<file path="src/rtl/acw_defines.svh">
// constants of the control word register bank
`ifndef ACW_DEFINES_SVH
`define ACW_DEFINES_SVH
`define ACW_NUM_CR        6
`define ACW_ADC_PAIRS     3
`define ACW_IDX_MODE      3'h0
`define ACW_IDX_CLK       3'h1
`define ACW_IDX_PWR       3'h2
`define ACW_IDX_PAIR1     3'h3
`define ACW_CR_RST        8'h00
`define ACW_SRST_BIT      7
`define ACW_SRST_DMCLKS   3'h4
`define ACW_DEV_SELF      3'h0
`define ACW_WORD_LAST     4'hF
`define ACW_MDIV_LAST     3'h4
`define ACW_SCLK_HALF_MAX 4'h8
`define ACW_DEC_MAX       12'h800
`endif

</file>
<file path="src/rtl/acw_pkg.sv">
// types of the control word register bank
package acw_pkg;
  typedef struct packed {
    logic       srst;
    logic [2:0] cascade_count_field;
    logic       serial_loopback_enable;
    logic       rsvd;
    logic       mixed_mode_enable;
    logic       operating_mode_select;
  } acw_mode_s;
  typedef struct packed {
    logic       echo_enable;
    logic [2:0] master_clock_select;
    logic [1:0] serial_clock_select;
    logic [1:0] decimation_select;
  } acw_clk_s;
  typedef struct packed {
    logic       rsvd_hi;
    logic       reference_output_enable;
    logic       reference_power_on;
    logic [3:0] rsvd_lo;
    logic       global_power_on;
  } acw_pwr_s;
  typedef struct packed {
    logic       even_adc_power_on;
    logic [2:0] even_adc_gain_select;
    logic       odd_adc_power_on;
    logic [2:0] odd_adc_gain_select;
  } acw_pair_s;
  typedef struct packed {
    acw_mode_s            mode;
    acw_clk_s             clk;
    acw_pwr_s             pwr;
    acw_pair_s [2:0]      pair;
  } acw_cfg_s;
  typedef struct packed {
    logic       ctrl;
    logic       rd;
    logic [2:0] dev;
    logic [2:0] reg_addr;
    logic [7:0] data;
  } acw_word_s;
  typedef enum logic [1:0] {
    ACW_RX_IDLE  = 2'b01,
    ACW_RX_SHIFT = 2'b10
  } acw_rx_e;
  typedef enum logic [2:0] {
    ACW_TX_IDLE  = 3'b001,
    ACW_TX_FSYNC = 3'b010,
    ACW_TX_SEND  = 3'b100
  } acw_tx_e;
endpackage

</file>
<file path="src/rtl/acw_regbank.sv">
// serial control word decoder and control register bank
`timescale 1ns/10ps
`include "acw_defines.svh"
module acw_regbank (
  input  wire logic             CORE_CLK,
  input  wire logic             NRST,
  input  wire logic             SDI,
  input  wire logic             SDIFS,
  output logic                  SCLK,
  output logic                  SDO,
  output logic                  SDOFS,
  output acw_pkg::acw_cfg_s     CFG,
  output logic                  SAMPLE_TICK,
  output logic [5:0]            ADC_POWERED,
  output logic                  REF_POWERED,
  output logic                  REFERENCE_OUTPUT_PIN_EN,
  output logic                  RESET_BUSY
);
  import acw_pkg::*;

  logic            sdi_s1_r;
  logic            sdi_s2_r;
  logic            fs_s1_r;
  logic            fs_s2_r;
  logic [2:0]      mcnt_r;
  logic [3:0]      scnt_r;
  logic [10:0]     dcnt_r;
  logic            sclk_r;
  logic            sample_r;
  logic [2:0]      srst_cnt_r;
  acw_rx_e         rx_state_r;
  logic [3:0]      rx_cnt_r;
  logic [15:0]     rx_sh_r;
  acw_tx_e         tx_state_r;
  logic [3:0]      tx_cnt_r;
  logic [15:0]     tx_sh_r;
  logic            tx_pend_r;
  logic [15:0]     tx_word_r;
  logic            sdo_r;
  logic            sdofs_r;
  logic [5:0]      adc_pwr_r;
  logic            ref_pwr_r;
  logic            reference_output_pin_r;
  logic [7:0]      cr_w [0:5];
  acw_mode_s       mode;
  acw_clk_s        clkc;
  acw_pwr_s        pwr;
  logic [2:0]      mdiv_top;
  logic            dm_tick;
  logic [3:0]      half_top;
  logic            half_tick;
  logic            fall_tick;
  logic            rise_tick;
  logic [10:0]     dec_top;
  logic            busy;
  logic            word_done;
  acw_word_s       rx_word;
  logic            in_prog;
  logic            in_mixed;
  logic            ctrl_ok;
  logic            mine;
  logic            do_write;
  logic            do_read;
  logic            do_fwd;
  logic            do_echo;
  logic            do_loop;
  logic            tx_req;
  logic [7:0]      rd_data;
  logic [15:0]     tx_nxt;
  logic            srst_hit;
  logic [47:0]     cr_flat;

  // pin synchronisers
  always_ff @(posedge CORE_CLK or negedge NRST) begin
    if (!NRST) begin
      sdi_s1_r <= 1'b0;
      sdi_s2_r <= 1'b0;
      fs_s1_r  <= 1'b0;
      fs_s2_r  <= 1'b0;
    end else begin
      sdi_s1_r <= SDI;
      sdi_s2_r <= sdi_s1_r;
      fs_s1_r  <= SDIFS;
      fs_s2_r  <= fs_s1_r;
    end
  end

  assign mode = acw_mode_s'(cr_w[0]);
  assign clkc = acw_clk_s'(cr_w[1]);
  assign pwr  = acw_pwr_s'(cr_w[2]);
  assign CFG  = {cr_w[0], cr_w[1], cr_w[2], cr_w[5], cr_w[4], cr_w[3]};
  assign cr_flat = {cr_w[0], cr_w[1], cr_w[2], cr_w[3], cr_w[4], cr_w[5]};

  // internal master clock divider
  assign mdiv_top = (clkc.master_clock_select <= `ACW_MDIV_LAST) ?
                    clkc.master_clock_select : 3'h0;
  assign dm_tick  = (mcnt_r >= mdiv_top);

  // serial clock, bit period twice the selected divide of internal ticks
  assign half_top  = (`ACW_SCLK_HALF_MAX >> clkc.serial_clock_select) - 4'h1;
  assign half_tick = dm_tick && (scnt_r >= half_top);
  assign fall_tick = half_tick && sclk_r;
  assign rise_tick = half_tick && !sclk_r;

  // sample event divider
  assign dec_top = 11'((`ACW_DEC_MAX >> clkc.decimation_select) - 12'h1);

  always_ff @(posedge CORE_CLK or negedge NRST) begin
    if (!NRST) begin
      mcnt_r   <= 3'h0;
      scnt_r   <= 4'h0;
      dcnt_r   <= 11'h0;
      sclk_r   <= 1'b0;
      sample_r <= 1'b0;
    end else begin
      mcnt_r   <= dm_tick ? 3'h0 : mcnt_r + 3'h1;
      if (dm_tick) begin
        scnt_r <= half_tick ? 4'h0 : scnt_r + 4'h1;
        dcnt_r <= (dcnt_r >= dec_top) ? 11'h0 : dcnt_r + 11'h1;
      end
      if (half_tick) begin
        sclk_r <= !sclk_r;
      end
      sample_r <= dm_tick && (dcnt_r >= dec_top);
    end
  end

  // software and hardware reset sequencing
  assign busy     = (srst_cnt_r != 3'h0);
  assign srst_hit = do_write && (rx_word.reg_addr == `ACW_IDX_MODE) &&
                    rx_word.data[`ACW_SRST_BIT];

  always_ff @(posedge CORE_CLK or negedge NRST) begin
    if (!NRST) begin
      srst_cnt_r <= `ACW_SRST_DMCLKS;
    end else if (srst_hit) begin
      srst_cnt_r <= `ACW_SRST_DMCLKS;
    end else if (busy && dm_tick) begin
      srst_cnt_r <= srst_cnt_r - 3'h1;
    end
  end

  // receive shifter, samples on the falling serial edge
  assign word_done = (rx_state_r == ACW_RX_SHIFT) && fall_tick &&
                     (rx_cnt_r == `ACW_WORD_LAST);
  assign rx_word   = acw_word_s'({rx_sh_r[14:0], sdi_s2_r});

  always_ff @(posedge CORE_CLK or negedge NRST) begin
    if (!NRST) begin
      rx_state_r <= ACW_RX_IDLE;
      rx_cnt_r   <= 4'h0;
      rx_sh_r    <= 16'h0000;
    end else if (fall_tick) begin
      case (rx_state_r)
        ACW_RX_IDLE: begin
          rx_cnt_r <= 4'h0;
          if (fs_s2_r) begin
            rx_state_r <= ACW_RX_SHIFT;
          end
        end
        ACW_RX_SHIFT: begin
          rx_sh_r  <= {rx_sh_r[14:0], sdi_s2_r};
          rx_cnt_r <= rx_cnt_r + 4'h1;
          if (rx_cnt_r == `ACW_WORD_LAST) begin
            rx_state_r <= ACW_RX_IDLE;
          end
        end
        default: begin
          rx_state_r <= ACW_RX_IDLE;
        end
      endcase
    end
  end

  // word decode
  assign in_prog  = !mode.operating_mode_select;
  assign in_mixed = mode.operating_mode_select && mode.mixed_mode_enable;
  assign ctrl_ok  = word_done && rx_word.ctrl && (in_prog || in_mixed) && !busy;
  assign mine     = (rx_word.dev == `ACW_DEV_SELF);
  assign do_write = ctrl_ok && mine && !rx_word.rd;
  assign do_read  = ctrl_ok && mine && rx_word.rd;
  assign do_fwd   = ctrl_ok && !mine;
  assign do_echo  = do_write && clkc.echo_enable;
  assign do_loop  = word_done && mode.serial_loopback_enable && !busy;
  assign tx_req   = do_fwd || do_read || do_echo || do_loop;
  assign rd_data  = (rx_word.reg_addr < 3'(`ACW_NUM_CR)) ?
                    cr_w[rx_word.reg_addr] : `ACW_CR_RST;

  always_comb begin
    tx_nxt = rx_word;
    if (do_fwd) begin
      tx_nxt[13:11] = rx_word.dev - 3'h1;
    end else if (do_read) begin
      tx_nxt[7:0] = rd_data;
    end
  end

  // control registers, one per implemented index
  genvar gi;
  generate
    for (gi = 0; gi < `ACW_NUM_CR; gi++) begin : g_cr
      logic [7:0] q_r;
      always_ff @(posedge CORE_CLK or negedge NRST) begin
        if (!NRST) begin
          q_r <= `ACW_CR_RST;
        end else if (busy) begin
          q_r <= `ACW_CR_RST;
        end else if (do_write && (rx_word.reg_addr == 3'(gi))) begin
          q_r <= rx_word.data;
        end
      end
      assign cr_w[gi] = q_r;
    end
  endgenerate

  // transmit, frame sync bit then sixteen bits on rising serial edges
  always_ff @(posedge CORE_CLK or negedge NRST) begin
    if (!NRST) begin
      tx_pend_r  <= 1'b0;
      tx_word_r  <= 16'h0000;
      tx_state_r <= ACW_TX_IDLE;
      tx_cnt_r   <= 4'h0;
      tx_sh_r    <= 16'h0000;
      sdo_r      <= 1'b0;
      sdofs_r    <= 1'b0;
    end else begin
      if (tx_req && !tx_pend_r) begin
        tx_pend_r <= 1'b1;
        tx_word_r <= tx_nxt;
      end else if (rise_tick && (tx_state_r == ACW_TX_IDLE) && tx_pend_r) begin
        tx_pend_r <= 1'b0;
      end
      if (rise_tick) begin
        case (tx_state_r)
          ACW_TX_IDLE: begin
            sdo_r <= 1'b0;
            if (tx_pend_r) begin
              tx_state_r <= ACW_TX_FSYNC;
              sdofs_r    <= 1'b1;
              tx_sh_r    <= tx_word_r;
            end
          end
          ACW_TX_FSYNC: begin
            tx_state_r <= ACW_TX_SEND;
            sdofs_r    <= 1'b0;
            sdo_r      <= tx_sh_r[15];
            tx_sh_r    <= {tx_sh_r[14:0], 1'b0};
            tx_cnt_r   <= 4'h0;
          end
          ACW_TX_SEND: begin
            tx_cnt_r <= tx_cnt_r + 4'h1;
            sdo_r    <= tx_sh_r[15];
            tx_sh_r  <= {tx_sh_r[14:0], 1'b0};
            if (tx_cnt_r == `ACW_WORD_LAST) begin
              tx_state_r <= ACW_TX_IDLE;
              sdo_r      <= 1'b0;
            end
          end
          default: begin
            tx_state_r <= ACW_TX_IDLE;
          end
        endcase
      end
    end
  end

  // power outputs, global on overrides individual power-on bits but not the reference output enable
  always_ff @(posedge CORE_CLK or negedge NRST) begin
    if (!NRST) begin
      adc_pwr_r <= 6'h00;
      ref_pwr_r <= 1'b0;
      reference_output_pin_r  <= 1'b0;
    end else begin
      for (int k = 0; k < `ACW_ADC_PAIRS; k++) begin
        adc_pwr_r[2*k]   <= pwr.global_power_on || CFG.pair[k].odd_adc_power_on;
        adc_pwr_r[2*k+1] <= pwr.global_power_on || CFG.pair[k].even_adc_power_on;
      end
      ref_pwr_r <= pwr.global_power_on || pwr.reference_power_on;
      reference_output_pin_r  <= pwr.reference_output_enable;
    end
  end

  assign SCLK        = sclk_r;
  assign SDO         = sdo_r;
  assign SDOFS       = sdofs_r;
  assign SAMPLE_TICK = sample_r;
  assign ADC_POWERED = adc_pwr_r;
  assign REF_POWERED = ref_pwr_r;
  assign REFERENCE_OUTPUT_PIN_EN   = reference_output_pin_r;
  assign RESET_BUSY  = busy;
endmodule

</file>
<file path="config.mk">
export PLATFORM = sky130hd
export DESIGN_NAME = acw_regbank
export DESIGN_NICKNAME = d
export VERILOG_FILES = /design/src/rtl/acw_pkg.sv /design/src/rtl/acw_regbank.sv
export VERILOG_INCLUDE_DIRS = /design/src /design/src/rtl
export SDC_FILE = /design/constraint.sdc
export NUM_CORES = 1
export LEC_CHECK = 0
export ABC_AREA = 1
export BUFFER_PORTS_ARGS = -buffer_cell sky130_fd_sc_hd__buf_2
export CAP_MARGIN = 20
export CORE_MARGIN = 2
export CORE_UTILIZATION = 54
export CTS_BUF_LIST = sky130_fd_sc_hd__clkbuf_8
export DETAILED_ROUTE_END_ITERATION = 10
export PLACE_DENSITY_LB_ADDON = 0.1
export REMOVE_ABC_BUFFERS = 1
export SKIP_CTS_REPAIR_TIMING = 1
export SLEW_MARGIN = 20
export SYNTH_ARGS = -nofsm -noshare
export SYNTH_HDL_FRONTEND = slang
export SYNTH_SLANG_ARGS = --single-unit
</file>
<file path="constraint.sdc">
create_clock -name CORE_CLK -period 2.4 [get_ports CORE_CLK]
set_input_delay 0.12 -clock CORE_CLK [delete_from_list [all_inputs] [get_ports CORE_CLK]]
set_output_delay 0.12 -clock CORE_CLK [all_outputs]
set_load 0.05 [all_outputs]
</file>
==> impl_results.md <==
* Status: finished clean
* Drt pass-1 iters at 6
* Antenna-violating nets left at 0
* Worst Skew at 0.01126 ns
* Detailed Place HPWL at 13230 um
* Flop and latch count out of synthesis at 146
* P&R area growth vs syn at 20.57%
* Initial core utilization at 54.85%
* Total DRC errors in the routed layout at 0
* Min cycle time layout at 2.365 ns
* Crit end category: flip-flop
* Synthesis warning total at 0
* Most frequent standard cell in the layout excluding fill and tap cells: nand2_1
* Most frequent cells in the layout: 246 x nand2_1, 142 x dfrtp_1, 111 x nand3_1
* Highest fanout seen on the critical path at 8
* Required arrival time at the worst endpoint at 2.78 ns
* Global-route total usage across every layer at 27.08%
* Antenna diode count at 0
* Average wire length per cell after detail routing at 16.23 um
* Setup crit start kind: flip-flop
* Total power divided by cell area at 718.8 nW/um^2
* Startpoint-to-endpoint class of the critical path: reg -> reg
* Worst slew pin tran at 0.5384 ns
* Largest area contributor in the synthesized netlist: dfrtp_1
* Worst slew slack as a fraction of its limit at 64.10%
* Ranking of synthesized cells by area: dfrtp_1 50%, nand2_1 13%, nand3_1 8.0%
* Final hold violations at 0
* Placeable core region at 13090 um^2
* TritonCTS clock tree: built
* Number of placement rows at 42
* Worst Hold Margin at 0.1959 ns
* Number of antenna violations at the first check in global routing at 0
* Global-route wire length before repair at 30140 um
* Ratio of cells with drive above 1 in the final layout at 19.36%
* Number of buffers created by CTS at 17
* Top FF cell, synth: dfrtp_1
* Maximum number of pins on one net before global-route repair at 61
* Initial DRC Count at 567
* DR vias/cell at 5.500
* Number of unique standard cell types used by synthesis at 42
* Finish-stage setup viols at 0
* Final-layout setup total negative slack at 0 ns
* Synth top area share at 49.86%
* Die X at 119.3 um
* Total grt overflow at 0
* Syn avg cell area at 8.193 um^2
* Total via count after detailed routing at 6451
* GP Congestion at 0.8732
* Count of filler cells inserted in the layout at 1127
* Number of clock sinks at 146
* Path category of the worst min-delay check: in -> async
* Latest clock arrival within the worst-skew pair at 0.46 ns
* Achievable Freq at 422.8 MHz
* Sequential cell area fraction in the yosys report at 50.96%
* Max Root-Sink Buffers at 2
* LEAKAGE at 4.633 nW
* Number of max-cap violations at 0
* Total wirelength of the detailed-routed design at 19030 um
* DIE AREA at 14230 um^2
* Port Buffers at 64
* Nets at 1010
* Clock-pin slew on the worst setup and hold paths at 0.08 ns
* CTS Root Cell: clkbuf_8
* Final period utilization at 98.54%
* H-tree lvl count at 4
* Arrival time of the worst setup path at 2.74 ns
* Floorplan die height at 119.3 um
* Slew Limit Fails at 0
* Post-synthesis cell area at 7177 um^2
* Synth Instances at 876
* Sequential cell area at 3659 um^2
* Share of flip-flops with an asynchronous set or reset at 100.0%
* Number of enable-type register cells in the synthesized netlist at 0
* Vias in the first global route at 6072
* Multi-input logic area at 3105 um^2
* Maximum vdd drop at 0.3820 mV
* I/O pin count at 65
==> routing by layer <==
layer  global-route usage [%]  wire, um  share of wire [%]
met5                        0         0                  0
met2                    42.85      9124                 48
met4                    11.83       491                2.6
met3                    4.693      1048                5.5
met1                    36.84      8367                 44
==> cells in the mapped netlist (2+ instances only) <==
library cell / number
inv_2: 2
o22ai_1: 2
clkbuf_1: 20
buf_4: 4
nor3_1: 12
inv_1: 95
xor2_1: 4
dfrtp_1: 143
or2_2: 4
a22oi_1: 2
xnor2_1: 3
o21ai_0: 69
and3_1: 2
nand2_1: 250
ha_1: 21
a21oi_1: 20
nand4_4: 2
dfstp_2: 3
buf_2: 6
nand4_1: 14
buf_1: 2
o211ai_1: 16
nor4_1: 3
nor2_2: 5
nand4_2: 2
nor2_1: 40
nand3_1: 115
==> cells by family (layout without fill, tap and decap cells) <==
kind of cell | count (synthesis) | count (layout) | share of synthesized area (%)
AO/OA/AOI/OAI | 116 | 116 | 9.170
XOR/XNOR | 7 | 7 | 0.8543
adder cells (fa/ha/maj) | 21 | 21 | 3.661
buffers and inverters | 131 | 252 | 7.183
flip-flops | 146 | 146 | 50.96
other | 1 | 1 | 0.05225
AND/OR/NAND/NOR | 454 | 454 | 28.12
==> registers in the layout, summed over array words and instances (netlist names), 2 cells and up <==
signal       flops
g_cr.q_r        40
tx_sh_r         16
tx_word_r       16
rx_sh_r         15
dcnt_r          11
clkc             8
ADC_POWERED      6
rx_cnt_r         4
scnt_r           4
tx_cnt_r         4
mcnt_r           3
srst_cnt_r       3
tx_state_r       3
rx_state_r       2
==> where the power goes <==
part,switching (mW),internal [mW]
logic,0.803,0.402
clock network,0.922,1.23
registers,0.157,2.70
total,1.88,4.34
==> metrics by stage <==
stage	setup slack [ns]	area [um^2]	std cells	util [%]	power [mW]
CTS	-0.04765	8382	1158	64.06	6.162
global placement	0.1016	7936	1127	60.65	3.950
finish	0.03498	8653	1173	66.13	6.220
detailed placement	-0.001815	7936	1127	60.65	4.017
global route	-0.1035	8653	1173	66.13	6.534
floorplan	-0.7465	7029	843	-	3.623
==> path summary, 6_finish.rpt <==
path / slack, ns / cells after the start / start / end
max in group asynchronous: 1.33 / 3 / NRST / srst_cnt_r[2]$_DFFE_PN1P_
worst min register to register: 0.36 / 0 / sdi_s1_r$_DFF_PN0_ / sdi_s2_r$_DFF_PN0_
worst min-delay path: 0.20 / 2 / NRST / dcnt_r[4]$_DFFE_PN0P_
min in group CORE_CLK: 0.30 / 2 / SDIFS / fs_s1_r$_DFF_PN0_
worst max register to register: 0.03 / 14 / clkc[4]$_DFFE_PN0P_ / tx_sh_r[3]$_DFFE_PN0P_
worst max-delay path: 0.03 / 14 / clkc[4]$_DFFE_PN0P_ / tx_sh_r[3]$_DFFE_PN0P_
==> area by class of cell <==
| class | count | share of cell area, % |
|---|---|---|
| inverters | 98 | 4.323 |
| well taps | 176 | 2.545 |
| multi-input cells | 599 | 35.89 |
| clock buffers | 21 | 3.340 |
| flip-flops and latches | 146 | 42.28 |
| repair buffers | 123 | 9.818 |
| clock inverters | 10 | 1.807 |
==> critical path, cell delays in order, from the launching register on <==
cell	delay (ns)
dfrtp_1	0.40
inv_2	0.08
nand2_1	0.07
a21oi_1	0.06
ha_1	0.30
nand3_2	0.10
nand3_4	0.12
buf_6	0.13
nand2_4	0.07
nor2_4	0.20
nand2_4	0.10
a21oi_4	0.28
clkbuf_16	0.21
o211ai_1	0.08
o21ai_0	0.08
Power figures use the tool's default switching activity.
